## src/hw/fpe_pkg.sv

```systemverilog
// Constants and types shared by the flash program and erase sequencer.
package fpe_pkg;

	localparam int unsigned CLK_PERIOD_NS = 5;

	// Wait and pulse times in their own units.
	localparam int unsigned T_SSWE_US = 1;
	localparam int unsigned T_SPSU_US = 50;
	localparam int unsigned T_SP30_US = 30;
	localparam int unsigned T_SP200_US = 200;
	localparam int unsigned T_SP10_US = 10;
	localparam int unsigned T_CP_US = 5;
	localparam int unsigned T_CPSU_US = 5;
	localparam int unsigned T_SPV_US = 4;
	localparam int unsigned T_SPVR_US = 2;
	localparam int unsigned T_CPV_US = 2;
	localparam int unsigned T_CSWE_US = 100;
	localparam int unsigned T_SESU_US = 100;
	localparam int unsigned T_SE_SHORT_MS = 10;
	localparam int unsigned T_SE_LONG_MS = 100;
	localparam int unsigned T_CE_US = 10;
	localparam int unsigned T_CESU_US = 10;
	localparam int unsigned T_SEV_US = 20;
	localparam int unsigned T_SEVR_US = 2;
	localparam int unsigned T_CEV_US = 4;
	localparam int unsigned T_PROG_LIMIT_MS = 200;
	localparam int unsigned T_ERASE_LIMIT_MS = 1200;

	// Cycle counts, least times rounded up.
	localparam int unsigned CYC_SSWE =
		(T_SSWE_US * 1000 + CLK_PERIOD_NS - 1) / CLK_PERIOD_NS;
	localparam int unsigned CYC_SPSU =
		(T_SPSU_US * 1000 + CLK_PERIOD_NS - 1) / CLK_PERIOD_NS;
	localparam int unsigned CYC_SP30 = T_SP30_US * 1000 / CLK_PERIOD_NS;
	localparam int unsigned CYC_SP200 = T_SP200_US * 1000 / CLK_PERIOD_NS;
	localparam int unsigned CYC_SP10 = T_SP10_US * 1000 / CLK_PERIOD_NS;
	localparam int unsigned CYC_CP =
		(T_CP_US * 1000 + CLK_PERIOD_NS - 1) / CLK_PERIOD_NS;
	localparam int unsigned CYC_CPSU =
		(T_CPSU_US * 1000 + CLK_PERIOD_NS - 1) / CLK_PERIOD_NS;
	localparam int unsigned CYC_SPV =
		(T_SPV_US * 1000 + CLK_PERIOD_NS - 1) / CLK_PERIOD_NS;
	localparam int unsigned CYC_SPVR =
		(T_SPVR_US * 1000 + CLK_PERIOD_NS - 1) / CLK_PERIOD_NS;
	localparam int unsigned CYC_CPV =
		(T_CPV_US * 1000 + CLK_PERIOD_NS - 1) / CLK_PERIOD_NS;
	localparam int unsigned CYC_CSWE =
		(T_CSWE_US * 1000 + CLK_PERIOD_NS - 1) / CLK_PERIOD_NS;
	localparam int unsigned CYC_SESU =
		(T_SESU_US * 1000 + CLK_PERIOD_NS - 1) / CLK_PERIOD_NS;
	localparam int unsigned CYC_SE_SHORT =
		T_SE_SHORT_MS * 1000000 / CLK_PERIOD_NS;
	localparam int unsigned CYC_SE_LONG = T_SE_LONG_MS * 1000000 / CLK_PERIOD_NS;
	localparam int unsigned CYC_CE =
		(T_CE_US * 1000 + CLK_PERIOD_NS - 1) / CLK_PERIOD_NS;
	localparam int unsigned CYC_CESU =
		(T_CESU_US * 1000 + CLK_PERIOD_NS - 1) / CLK_PERIOD_NS;
	localparam int unsigned CYC_SEV =
		(T_SEV_US * 1000 + CLK_PERIOD_NS - 1) / CLK_PERIOD_NS;
	localparam int unsigned CYC_SEVR =
		(T_SEVR_US * 1000 + CLK_PERIOD_NS - 1) / CLK_PERIOD_NS;
	localparam int unsigned CYC_CEV =
		(T_CEV_US * 1000 + CLK_PERIOD_NS - 1) / CLK_PERIOD_NS;
	localparam int unsigned CYC_PROG_LIMIT =
		T_PROG_LIMIT_MS * 1000000 / CLK_PERIOD_NS;
	localparam int unsigned CYC_ERASE_LIMIT =
		T_ERASE_LIMIT_MS * 1000000 / CLK_PERIOD_NS;

	// Counts and widths.
	localparam int unsigned UNIT_BYTES = 128;
	localparam int unsigned BUF_AW = 7;
	localparam int unsigned FL_AW = 24;
	localparam logic [9:0] PROG_MAX_COUNT = 10'h3e8;
	localparam logic [9:0] PROG_SHORT_LAST = 10'h006;
	localparam logic [9:0] ERASE_COUNT_SHORT = 10'h078;
	localparam logic [9:0] ERASE_COUNT_LONG = 10'h00c;
	localparam logic [7:0] VERIFY_DUMMY = 8'hff;
	localparam logic [7:0] ERASED_BYTE = 8'hff;

	typedef enum logic [3:0] {
		ST_IDLE, ST_SWE, ST_LOAD, ST_SETUP, ST_PULSE, ST_PCLR, ST_SCLR,
		ST_VSET, ST_DUMMY, ST_READ, ST_CMP, ST_VCLR, ST_DECIDE, ST_SWE_CLR
	} fpe_state_type;

endpackage

```

## src/hw/fpe_timer.sv

```systemverilog
// Down counter that reports the end of a loaded wait.
`timescale 1ns/1ps
module fpe_timer
	import fpe_pkg::*;
(
	input wire logic clk_sys,
	input wire logic rst,
	input wire logic start,
	input wire logic [31:0] count,
	output logic done
);

	logic [31:0] remain;

	always_ff @(posedge clk_sys or posedge rst) begin
		if (rst) begin
			remain <= 32'h0;
			done <= 1'b0;
		end else begin
			done <= 1'b0;
			if (start) begin
				remain <= count;
			end else if (remain != 32'h0) begin
				remain <= remain - 32'h1;
				done <= (remain == 32'h1);
			end
		end
	end

endmodule

```

## src/hw/fpe_mem.sv

```systemverilog
// Byte memory for one programming unit with registered read data.
`timescale 1ns/1ps
module fpe_mem
	import fpe_pkg::*;
(
	input wire logic clk_sys,
	input wire logic we,
	input wire logic [BUF_AW-1:0] waddr,
	input wire logic [7:0] wdata,
	input wire logic [BUF_AW-1:0] raddr,
	output logic [7:0] rdata
);

	logic [7:0] store [UNIT_BYTES];

	always_ff @(posedge clk_sys) begin
		if (we) begin
			store[waddr] <= wdata;
		end
		rdata <= store[raddr];
	end

endmodule

```

## src/hw/fpe_sequencer.sv

```systemverilog
// Controller that steps the flash control bits for programming and erasing.
`timescale 1ns/1ps
// What this block does
// - Wait 1 us after write enable set.
// - Wait 50 us after program setup set.
// - Pulse 30 us for iterations one to six.
// - Pulse 200 us for iterations seven onward.
// - Additional programming pulse lasts 10 us.
// - Wait 5 us after program pulse clear.
// - Wait 5 us after program setup clear.
// - Wait 4 us after program verify set.
// - Dummy write FF, wait 2 us, read.
// - Wait 2 us after program verify clear.
// - Wait 100 us after write enable clear.
// - Fail after 1000 programming iterations.
// - Total program pulse per unit within 200 ms.
// - Wait 100 us after erase setup set.
// - Erase pulse between 10 and 100 ms.
// - Wait 10 us after erase pulse clear.
// - Wait 10 us after erase setup clear.
// - Wait 20 us after erase verify set.
// - Wait 4 us after erase verify clear.
// - Pulse time times count gives erase limit.
// - Total erase pulse per block within 1200 ms.
module fpe_sequencer
	import fpe_pkg::*;
#(
	parameter int unsigned P_CYC_SPSU = CYC_SPSU,
	parameter int unsigned P_CYC_SP30 = CYC_SP30,
	parameter int unsigned P_CYC_SP200 = CYC_SP200,
	parameter int unsigned P_CYC_CSWE = CYC_CSWE,
	parameter int unsigned P_CYC_SESU = CYC_SESU,
	parameter int unsigned P_CYC_SE_SHORT = CYC_SE_SHORT,
	parameter int unsigned P_CYC_SE_LONG = CYC_SE_LONG,
	parameter int unsigned P_CYC_PROG_LIMIT = CYC_PROG_LIMIT,
	parameter int unsigned P_CYC_ERASE_LIMIT = CYC_ERASE_LIMIT
) (
	input wire logic clk_sys,
	input wire logic rst,
	input wire logic start_program,
	input wire logic start_erase,
	input wire logic erase_long_pulse,
	input wire logic [FL_AW-1:0] program_base,
	input wire logic [FL_AW-1:0] erase_base,
	input wire logic [FL_AW-1:0] erase_bytes,
	input wire logic buf_wr,
	input wire logic [BUF_AW-1:0] buf_addr,
	input wire logic [7:0] buf_wdata,
	output logic busy,
	output logic done,
	output logic failed,
	output logic [9:0] iterations,
	output logic software_write_enable,
	output logic program_setup,
	output logic program_pulse,
	output logic program_verify,
	output logic erase_setup,
	output logic erase_pulse,
	output logic erase_verify,
	output logic flash_wr,
	output logic flash_rd,
	output logic [FL_AW-1:0] flash_addr,
	output logic [7:0] flash_wdata,
	input wire logic [7:0] flash_rdata
);

	fpe_state_type state;
	logic is_erase;
	logic long_pulse;
	logic addl;
	logic all_ok;
	logic phase;
	logic [FL_AW-1:0] idx;
	logic [31:0] pulse_total;
	logic tmr_start;
	logic [31:0] tmr_count;
	logic tmr_done;
	logic rp_we;
	logic [BUF_AW-1:0] rp_waddr;
	logic [7:0] rp_wdata;
	logic [7:0] orig_data;
	logic [7:0] reprog_data;
	logic [31:0] pulse_cyc;
	logic [31:0] limit_cyc;
	logic [9:0] max_count;
	logic over_limit;
	logic last_byte;
	logic [7:0] expect_byte;

	////////////////////////////////////////////////////////////////////////////
	// Data memories and wait timer.

	fpe_mem u_orig (
		.clk_sys(clk_sys),
		.we(buf_wr & ~busy),
		.waddr(buf_addr),
		.wdata(buf_wdata),
		.raddr(idx[BUF_AW-1:0]),
		.rdata(orig_data)
	);

	fpe_mem u_reprog (
		.clk_sys(clk_sys),
		.we(rp_we | (buf_wr & ~busy)),
		.waddr(rp_we ? rp_waddr : buf_addr),
		.wdata(rp_we ? rp_wdata : buf_wdata),
		.raddr(idx[BUF_AW-1:0]),
		.rdata(reprog_data)
	);

	fpe_timer u_timer (
		.clk_sys(clk_sys),
		.rst(rst),
		.start(tmr_start),
		.count(tmr_count),
		.done(tmr_done)
	);

	////////////////////////////////////////////////////////////////////////////
	// Pulse length, limits and verify expectation.

	always_comb begin
		if (is_erase) begin
			pulse_cyc = 32'(long_pulse ? P_CYC_SE_LONG : P_CYC_SE_SHORT);
			max_count = long_pulse ? ERASE_COUNT_LONG : ERASE_COUNT_SHORT;
			limit_cyc = 32'(P_CYC_ERASE_LIMIT);
			expect_byte = ERASED_BYTE;
			last_byte = (idx + 24'h1 >= erase_bytes);
		end else begin
			if (addl) begin
				pulse_cyc = 32'(CYC_SP10);
			end else if (iterations <= PROG_SHORT_LAST) begin
				pulse_cyc = 32'(P_CYC_SP30);
			end else begin
				pulse_cyc = 32'(P_CYC_SP200);
			end
			max_count = PROG_MAX_COUNT;
			limit_cyc = 32'(P_CYC_PROG_LIMIT);
			expect_byte = orig_data;
			last_byte = (idx[BUF_AW-1:0] == 7'h7f);
		end
		over_limit = (pulse_total + pulse_cyc > limit_cyc);
	end

	////////////////////////////////////////////////////////////////////////////
	// Accumulated pulse time of the current unit or block.

	always_ff @(posedge clk_sys or posedge rst) begin
		if (rst) begin
			pulse_total <= 32'h0;
		end else if (state == ST_IDLE) begin
			pulse_total <= 32'h0;
		end else if (program_pulse | erase_pulse) begin
			pulse_total <= pulse_total + 32'h1;
		end
	end

	////////////////////////////////////////////////////////////////////////////
	// Sequence of control bits and waits.

	always_ff @(posedge clk_sys or posedge rst) begin
		if (rst) begin
			state <= ST_IDLE;
			is_erase <= 1'b0;
			long_pulse <= 1'b0;
			addl <= 1'b0;
			all_ok <= 1'b0;
			phase <= 1'b0;
			idx <= 24'h0;
			iterations <= 10'h0;
			busy <= 1'b0;
			done <= 1'b0;
			failed <= 1'b0;
			tmr_start <= 1'b0;
			tmr_count <= 32'h0;
			software_write_enable <= 1'b0;
			program_setup <= 1'b0;
			program_pulse <= 1'b0;
			program_verify <= 1'b0;
			erase_setup <= 1'b0;
			erase_pulse <= 1'b0;
			erase_verify <= 1'b0;
			flash_wr <= 1'b0;
			flash_rd <= 1'b0;
			flash_addr <= 24'h0;
			flash_wdata <= 8'h0;
			rp_we <= 1'b0;
			rp_waddr <= 7'h0;
			rp_wdata <= 8'h0;
		end else begin
			tmr_start <= 1'b0;
			flash_wr <= 1'b0;
			flash_rd <= 1'b0;
			done <= 1'b0;
			rp_we <= 1'b0;
			unique case (state)
			ST_IDLE: begin
				if (start_program | start_erase) begin
					is_erase <= ~start_program;
					long_pulse <= erase_long_pulse;
					busy <= 1'b1;
					failed <= 1'b0;
					addl <= 1'b0;
					phase <= 1'b0;
					idx <= 24'h0;
					iterations <= 10'h1;
					software_write_enable <= 1'b1;
					tmr_start <= 1'b1;
					tmr_count <= 32'(CYC_SSWE);
					state <= ST_SWE;
				end
			end
			ST_SWE: begin
				if (tmr_done) begin
					if (is_erase) begin
						erase_setup <= 1'b1;
						tmr_start <= 1'b1;
						tmr_count <= 32'(P_CYC_SESU);
						state <= ST_SETUP;
					end else begin
						state <= ST_LOAD;
					end
				end
			end
			ST_LOAD: begin
				phase <= ~phase;
				if (phase) begin
					flash_wr <= 1'b1;
					flash_addr <= program_base + idx;
					flash_wdata <= addl ? orig_data : reprog_data;
					if (last_byte) begin
						idx <= 24'h0;
						program_setup <= 1'b1;
						tmr_start <= 1'b1;
						tmr_count <= 32'(P_CYC_SPSU);
						state <= ST_SETUP;
					end else begin
						idx <= idx + 24'h1;
					end
				end
			end
			ST_SETUP: begin
				if (tmr_done) begin
					tmr_start <= 1'b1;
					if (over_limit) begin
						failed <= 1'b1;
						program_setup <= 1'b0;
						erase_setup <= 1'b0;
						tmr_count <= 32'(is_erase ? CYC_CESU : CYC_CPSU);
						state <= ST_SCLR;
					end else begin
						program_pulse <= ~is_erase;
						erase_pulse <= is_erase;
						tmr_count <= pulse_cyc;
						state <= ST_PULSE;
					end
				end
			end
			ST_PULSE: begin
				if (tmr_done) begin
					program_pulse <= 1'b0;
					erase_pulse <= 1'b0;
					tmr_start <= 1'b1;
					tmr_count <= 32'(is_erase ? CYC_CE : CYC_CP);
					state <= ST_PCLR;
				end
			end
			ST_PCLR: begin
				if (tmr_done) begin
					program_setup <= 1'b0;
					erase_setup <= 1'b0;
					tmr_start <= 1'b1;
					tmr_count <= 32'(is_erase ? CYC_CESU : CYC_CPSU);
					state <= ST_SCLR;
				end
			end
			ST_SCLR: begin
				if (tmr_done) begin
					if (failed) begin
						software_write_enable <= 1'b0;
						tmr_start <= 1'b1;
						tmr_count <= 32'(P_CYC_CSWE);
						state <= ST_SWE_CLR;
					end else if (addl) begin
						state <= ST_DECIDE;
					end else begin
						program_verify <= ~is_erase;
						erase_verify <= is_erase;
						all_ok <= 1'b1;
						idx <= 24'h0;
						tmr_start <= 1'b1;
						tmr_count <= 32'(is_erase ? CYC_SEV : CYC_SPV);
						state <= ST_VSET;
					end
				end
			end
			ST_VSET, ST_CMP: begin
				if ((state == ST_VSET) ? tmr_done : 1'b1) begin
					if (state == ST_CMP) begin
						all_ok <= all_ok & (flash_rdata == expect_byte);
						rp_we <= ~is_erase;
						rp_waddr <= idx[BUF_AW-1:0];
						rp_wdata <= expect_byte | ~flash_rdata;
					end
					if (state == ST_CMP && last_byte) begin
						program_verify <= 1'b0;
						erase_verify <= 1'b0;
						tmr_start <= 1'b1;
						tmr_count <= 32'(is_erase ? CYC_CEV : CYC_CPV);
						state <= ST_VCLR;
					end else begin
						if (state == ST_CMP) begin
							idx <= idx + 24'h1;
						end
						flash_wr <= 1'b1;
						flash_addr <= (is_erase ? erase_base : program_base) +
							((state == ST_CMP) ? idx + 24'h1 : idx);
						flash_wdata <= VERIFY_DUMMY;
						tmr_start <= 1'b1;
						tmr_count <= 32'(is_erase ? CYC_SEVR : CYC_SPVR);
						state <= ST_DUMMY;
					end
				end
			end
			ST_DUMMY: begin
				if (tmr_done) begin
					flash_rd <= 1'b1;
					state <= ST_READ;
				end
			end
			ST_READ: begin
				state <= ST_CMP;
			end
			ST_VCLR: begin
				if (tmr_done) begin
					state <= ST_DECIDE;
				end
			end
			ST_DECIDE: begin
				if (!is_erase && !addl && iterations <= PROG_SHORT_LAST) begin
					addl <= 1'b1;
					idx <= 24'h0;
					phase <= 1'b0;
					state <= ST_LOAD;
				end else if (all_ok || iterations >= max_count) begin
					failed <= ~all_ok;
					software_write_enable <= 1'b0;
					tmr_start <= 1'b1;
					tmr_count <= 32'(P_CYC_CSWE);
					state <= ST_SWE_CLR;
				end else begin
					iterations <= iterations + 10'h1;
					addl <= 1'b0;
					idx <= 24'h0;
					phase <= 1'b0;
					if (is_erase) begin
						erase_setup <= 1'b1;
						tmr_start <= 1'b1;
						tmr_count <= 32'(P_CYC_SESU);
						state <= ST_SETUP;
					end else begin
						state <= ST_LOAD;
					end
				end
			end
			ST_SWE_CLR: begin
				if (tmr_done) begin
					busy <= 1'b0;
					done <= 1'b1;
					state <= ST_IDLE;
				end
			end
			endcase
		end
	end

endmodule

```

## config.mk

```make
export PLATFORM = sky130hd
export DESIGN_NAME = fpe_sequencer
export DESIGN_NICKNAME = d
export VERILOG_FILES = /design/src/hw/fpe_pkg.sv /design/src/hw/fpe_timer.sv /design/src/hw/fpe_mem.sv /design/src/hw/fpe_sequencer.sv
export SDC_FILE = /design/constraint.sdc
export NUM_CORES = 2
export LEC_CHECK = 0
export ABC_AREA = 1
export BUFFER_PORTS_ARGS = -buffer_cell sky130_fd_sc_hd__buf_2
export CORE_ASPECT_RATIO = 0.7
export CORE_MARGIN = 2
export CORE_UTILIZATION = 25
export CTS_CLUSTER_DIAMETER = 200
export DETAILED_ROUTE_END_ITERATION = 12
export HOLD_SLACK_MARGIN = 0.08
export MAX_ROUTING_LAYER = met4
export PLACE_DENSITY = 0.4
export SETUP_SLACK_MARGIN = 0.4
export SYNTH_ARGS = -nofsm -noshare
export SYNTH_HDL_FRONTEND = slang
export SYNTH_SLANG_ARGS = --single-unit
```

## constraint.sdc

```tcl
create_clock -name clk_sys -period 9.5 [get_ports clk_sys]
set_clock_uncertainty 0.1 [all_clocks]
set_input_delay 0.95 -clock clk_sys [delete_from_list [all_inputs] [get_ports clk_sys]]
set_output_delay 0.95 -clock clk_sys [all_outputs]
set_load 0.02 [all_outputs]
```

==> impl_metrics.toml <==
[grt]
grt_max_degree = 141
grt_pass1_wl_mm = 491
track_usage_pct = 17.1
grt_pass1_vias = 65600
gr-total-overflow = 0
antenna_found_initial = 33

[clock_network]
clock-sinks = 2265
clk_latency_ps = 930
cts_max_path_buffers = 4
cts_resized = 0
cts_tree = "done"
h-tree-depth = 4
root_buffer = "clkbuf_16"
cts.clk_slew.worst_paths_ps = 60
numCtsBuffers = 236

[worst_setup_path]
worstPathArrival_ps = 6790
max_stage_delay_ps = 970
worst_path_most_repeated_cell = "nand2_1"
reg2reg_slack_ps = 3350
reg2reg_to = "flash_addr[19]"
worstSetupPathType = "reg -> reg"
worst_path_max_delay_cell = "dfrtp_4"
cp.required_ps = 10140
crit_path_end_kind = "flip-flop"
r2r-start = "idx[1]"
crit_path_max_fanout = 55
critPathLaunchType = "flip-flop"
r2r_cells = 26

[routing]
wl_mm = 342
wl_per_cell_um = 24.1
num_vias = 70000
via_per_inst = 4.92
drtIter0Drc = 7204
route.detailed.drc = 0
dr.pass1.iters = 5
antenna_left = 0

[sta]
slew_violations = 0
worst_pin_slew_ps = 1430
period_share_pct = 64.8
timing.final.ws_setup_ps = 3350
setup_tns_ps = 0
relSlewSlack_pct = 4.32
setup_viol = 0
fin_crit_ps = 6150
max_freq_mhz = 163
hold_viol = 0
rsz0062_at_grt = "false"

[pwr]
total_power_mw = 20.4
p_leak_nw = 37.7
powerDensity_mw_per_mm2 = 182
ir_drop_uv = 169

[floorplanning]
start_util_pct = 25.1
fp.coreArea_sq_mm = 0.391
chipHeight_um = 528
die_w_um = 753
rows = 192
die-area_sq_mm = 0.397
pin_count = 155

[placement]
place.gp.congestion = 0.886
place_hpwl_mm = 215
io_buffers = 154
dp_cells = 13800
place_ws_ps = 3470

[synth]
ys_types = 69
syn_nets = 9014
synth-edff-count = 2048
ys_ff_latch = 2265
async_flop_share_pct = 8.87
syn_inst = 8793
ys_seq_area_share_pct = 68.2
syn_area_sq_mm = 0.0981
synthesis.yosys.warnings = 0
syn_avg_cell_area_sq_um = 11.2
synth_ff_type = "edfxtp_1"

[run]
maxCapViolCount = 0

[finish]
fin_util_pct = 28.6
multi_input_area_sq_mm = 0.0280
instances_no_fill = 14200
drive_above_1_share_pct = 8.09
fill_cells = 40400
seqCellArea_sq_mm = 0.0669
nNetsFinal = 9006
area_growth_pct = 14.0

[worst_hold_path]
min_from = "start_program"
min_path_type = "in -> reg"
worstHoldPathCells = 2
min_to = "is_erase"

[status]
outcome = "completed"
-- per-layer routing --
layer  vias to the layer above  wire (um)  global-route usage (%)
li1                      31700          -                       -
met1                     35600     175000                    26.6
met3                       388      20200                    2.17
met5                         -          0                       -
met2                      2226     140000                    23.4
met4                         0       6560                    3.20
-- power breakdown --
part / total [mW] / internal, mW / leakage, nW / switching, mW
registers: 10.9 / 10.9 / 21.1 / 0.00751
clock network: 9.01 / 5.01 / 3.55 / 4.00
logic: 0.473 / 0.0813 / 13.1 / 0.392
-- cell usage after synthesis (16+ instances only) --
library cell	number	share of area, %
edfxtp_1	2048	63
nor2_1	1873	7.2
o21ai_0	1464	7.5
nand2_1	831	3.2
o22ai_1	612	3.9
clkbuf_1	413	1.6
inv_1	302	1.2
dfrtp_1	201	5.1
nand3_1	165	0.84
a21oi_1	146	0.75
ha_1	117	1.5
buf_2	81	0.41
nor3_1	53	0.27
xor2_1	46	0.41
nand4_1	45	0.29
o21ai_1	38	0.19
o221ai_1	33	0.29
o32ai_1	33	0.29
buf_1	26	0.10
nor4_1	25	0.16
inv_2	19	0.073
dfxtp_1	16	0.33
xnor2_1	16	0.14
-- worst max-delay path: cells and delay by family (launching register included) --
| kind | cells | cell delay (ps) |
|---|---|---|
| buffers and inverters | 5 | 890 |
| adder cells (fa/ha/maj) | 2 | 600 |
| AND/OR/NAND/NOR | 17 | 3010 |
| XOR/XNOR | 1 | 260 |
| flip-flops | 1 | 970 |
| AO/OA/AOI/OAI | 1 | 70 |
-- sequential cells by signal, summed over array words and instances, names as in the netlist, 4 cells and up --
signal and flops:
u_orig.store 1024, u_reprog.store 1024, pulse_total 32, tmr_count 32
u_timer.remain 32, flash_addr 24, idx 24, iterations 10
flash_wdata 8, rp_wdata 8, u_orig.rdata 8, u_reprog.rdata 8
rp_waddr 7, state 4
-- repair_timing --
item	in CTS	in global routing
hold buffers	1	0
endpoints found under the hold margin	37	0
endpoints found under the setup margin	0	0
setup buffers	0	0
-- per-stage QoR --
step / hold WS, ps / instance area [sq um]
floorplan: 346 / 98100
global placement: 361 / 105000
detailed placement: 359 / 105000
CTS: 136 / 112000
global route: 188 / 112000
finish: 225 / 112000
-- layout make-up --
type / instances / area share (%)
well taps: 5238 / 5.86
repair buffers: 285 / 1.71
clock buffers: 287 / 5.53
diodes: 6 / 0.0134
flip-flops and latches: 2265 / 59.8
inverters: 329 / 1.14
multi-input cells: 5668 / 25.0
clock inverters: 127 / 0.930
-- worst max path at each step --
stage	startpoint	end	depth (start not counted)
2_1_floorplan	rst	addl	1
3_3_place_gp	idx[1]	flash_addr[0]	26
3_5_place_dp	idx[1]	flash_addr[20]	26
4_1_cts	idx[1]	flash_addr[19]	26
5_1_grt	idx[1]	flash_wdata[4]	26
6_report	idx[1]	flash_addr[19]	26
-- cells in the final DEF (no fill, tap or decap), types with 16 or more instances in the layout --
cell       instances
a21oi_1          146
buf_2            146
buf_4            122
bufinv_16         16
clkbuf_1          44
clkbuf_16        237
clkinv_1          59
clkinv_2          43
dfrtp_1          194
dfxtp_1           16
edfxtp_1        2048
ha_1             117
inv_1            297
inv_2             21
nand2_1          822
nand3_1          165
nand4_1           45
nor2_1          1873
nor3_1            53
o21ai_0         1464
o21ai_1           38
o221ai_1          33
o22ai_1          612
o32ai_1           33
xnor2_1           16
xor2_1            46
-- kinds of logic after synthesis --
family                     count (synthesis)  synth area share [%]
and+or+nand+nor                         3069                  12.6
buffers and inverters                    860                  3.45
xor gates and xnor gates                  62                 0.554
adders and majority gates                120                  1.55
DFF                                     2265                  68.2
AOI/OAI and AO/OA                       2417                  13.7
Note: power is estimated with default switching activity, not from simulation.
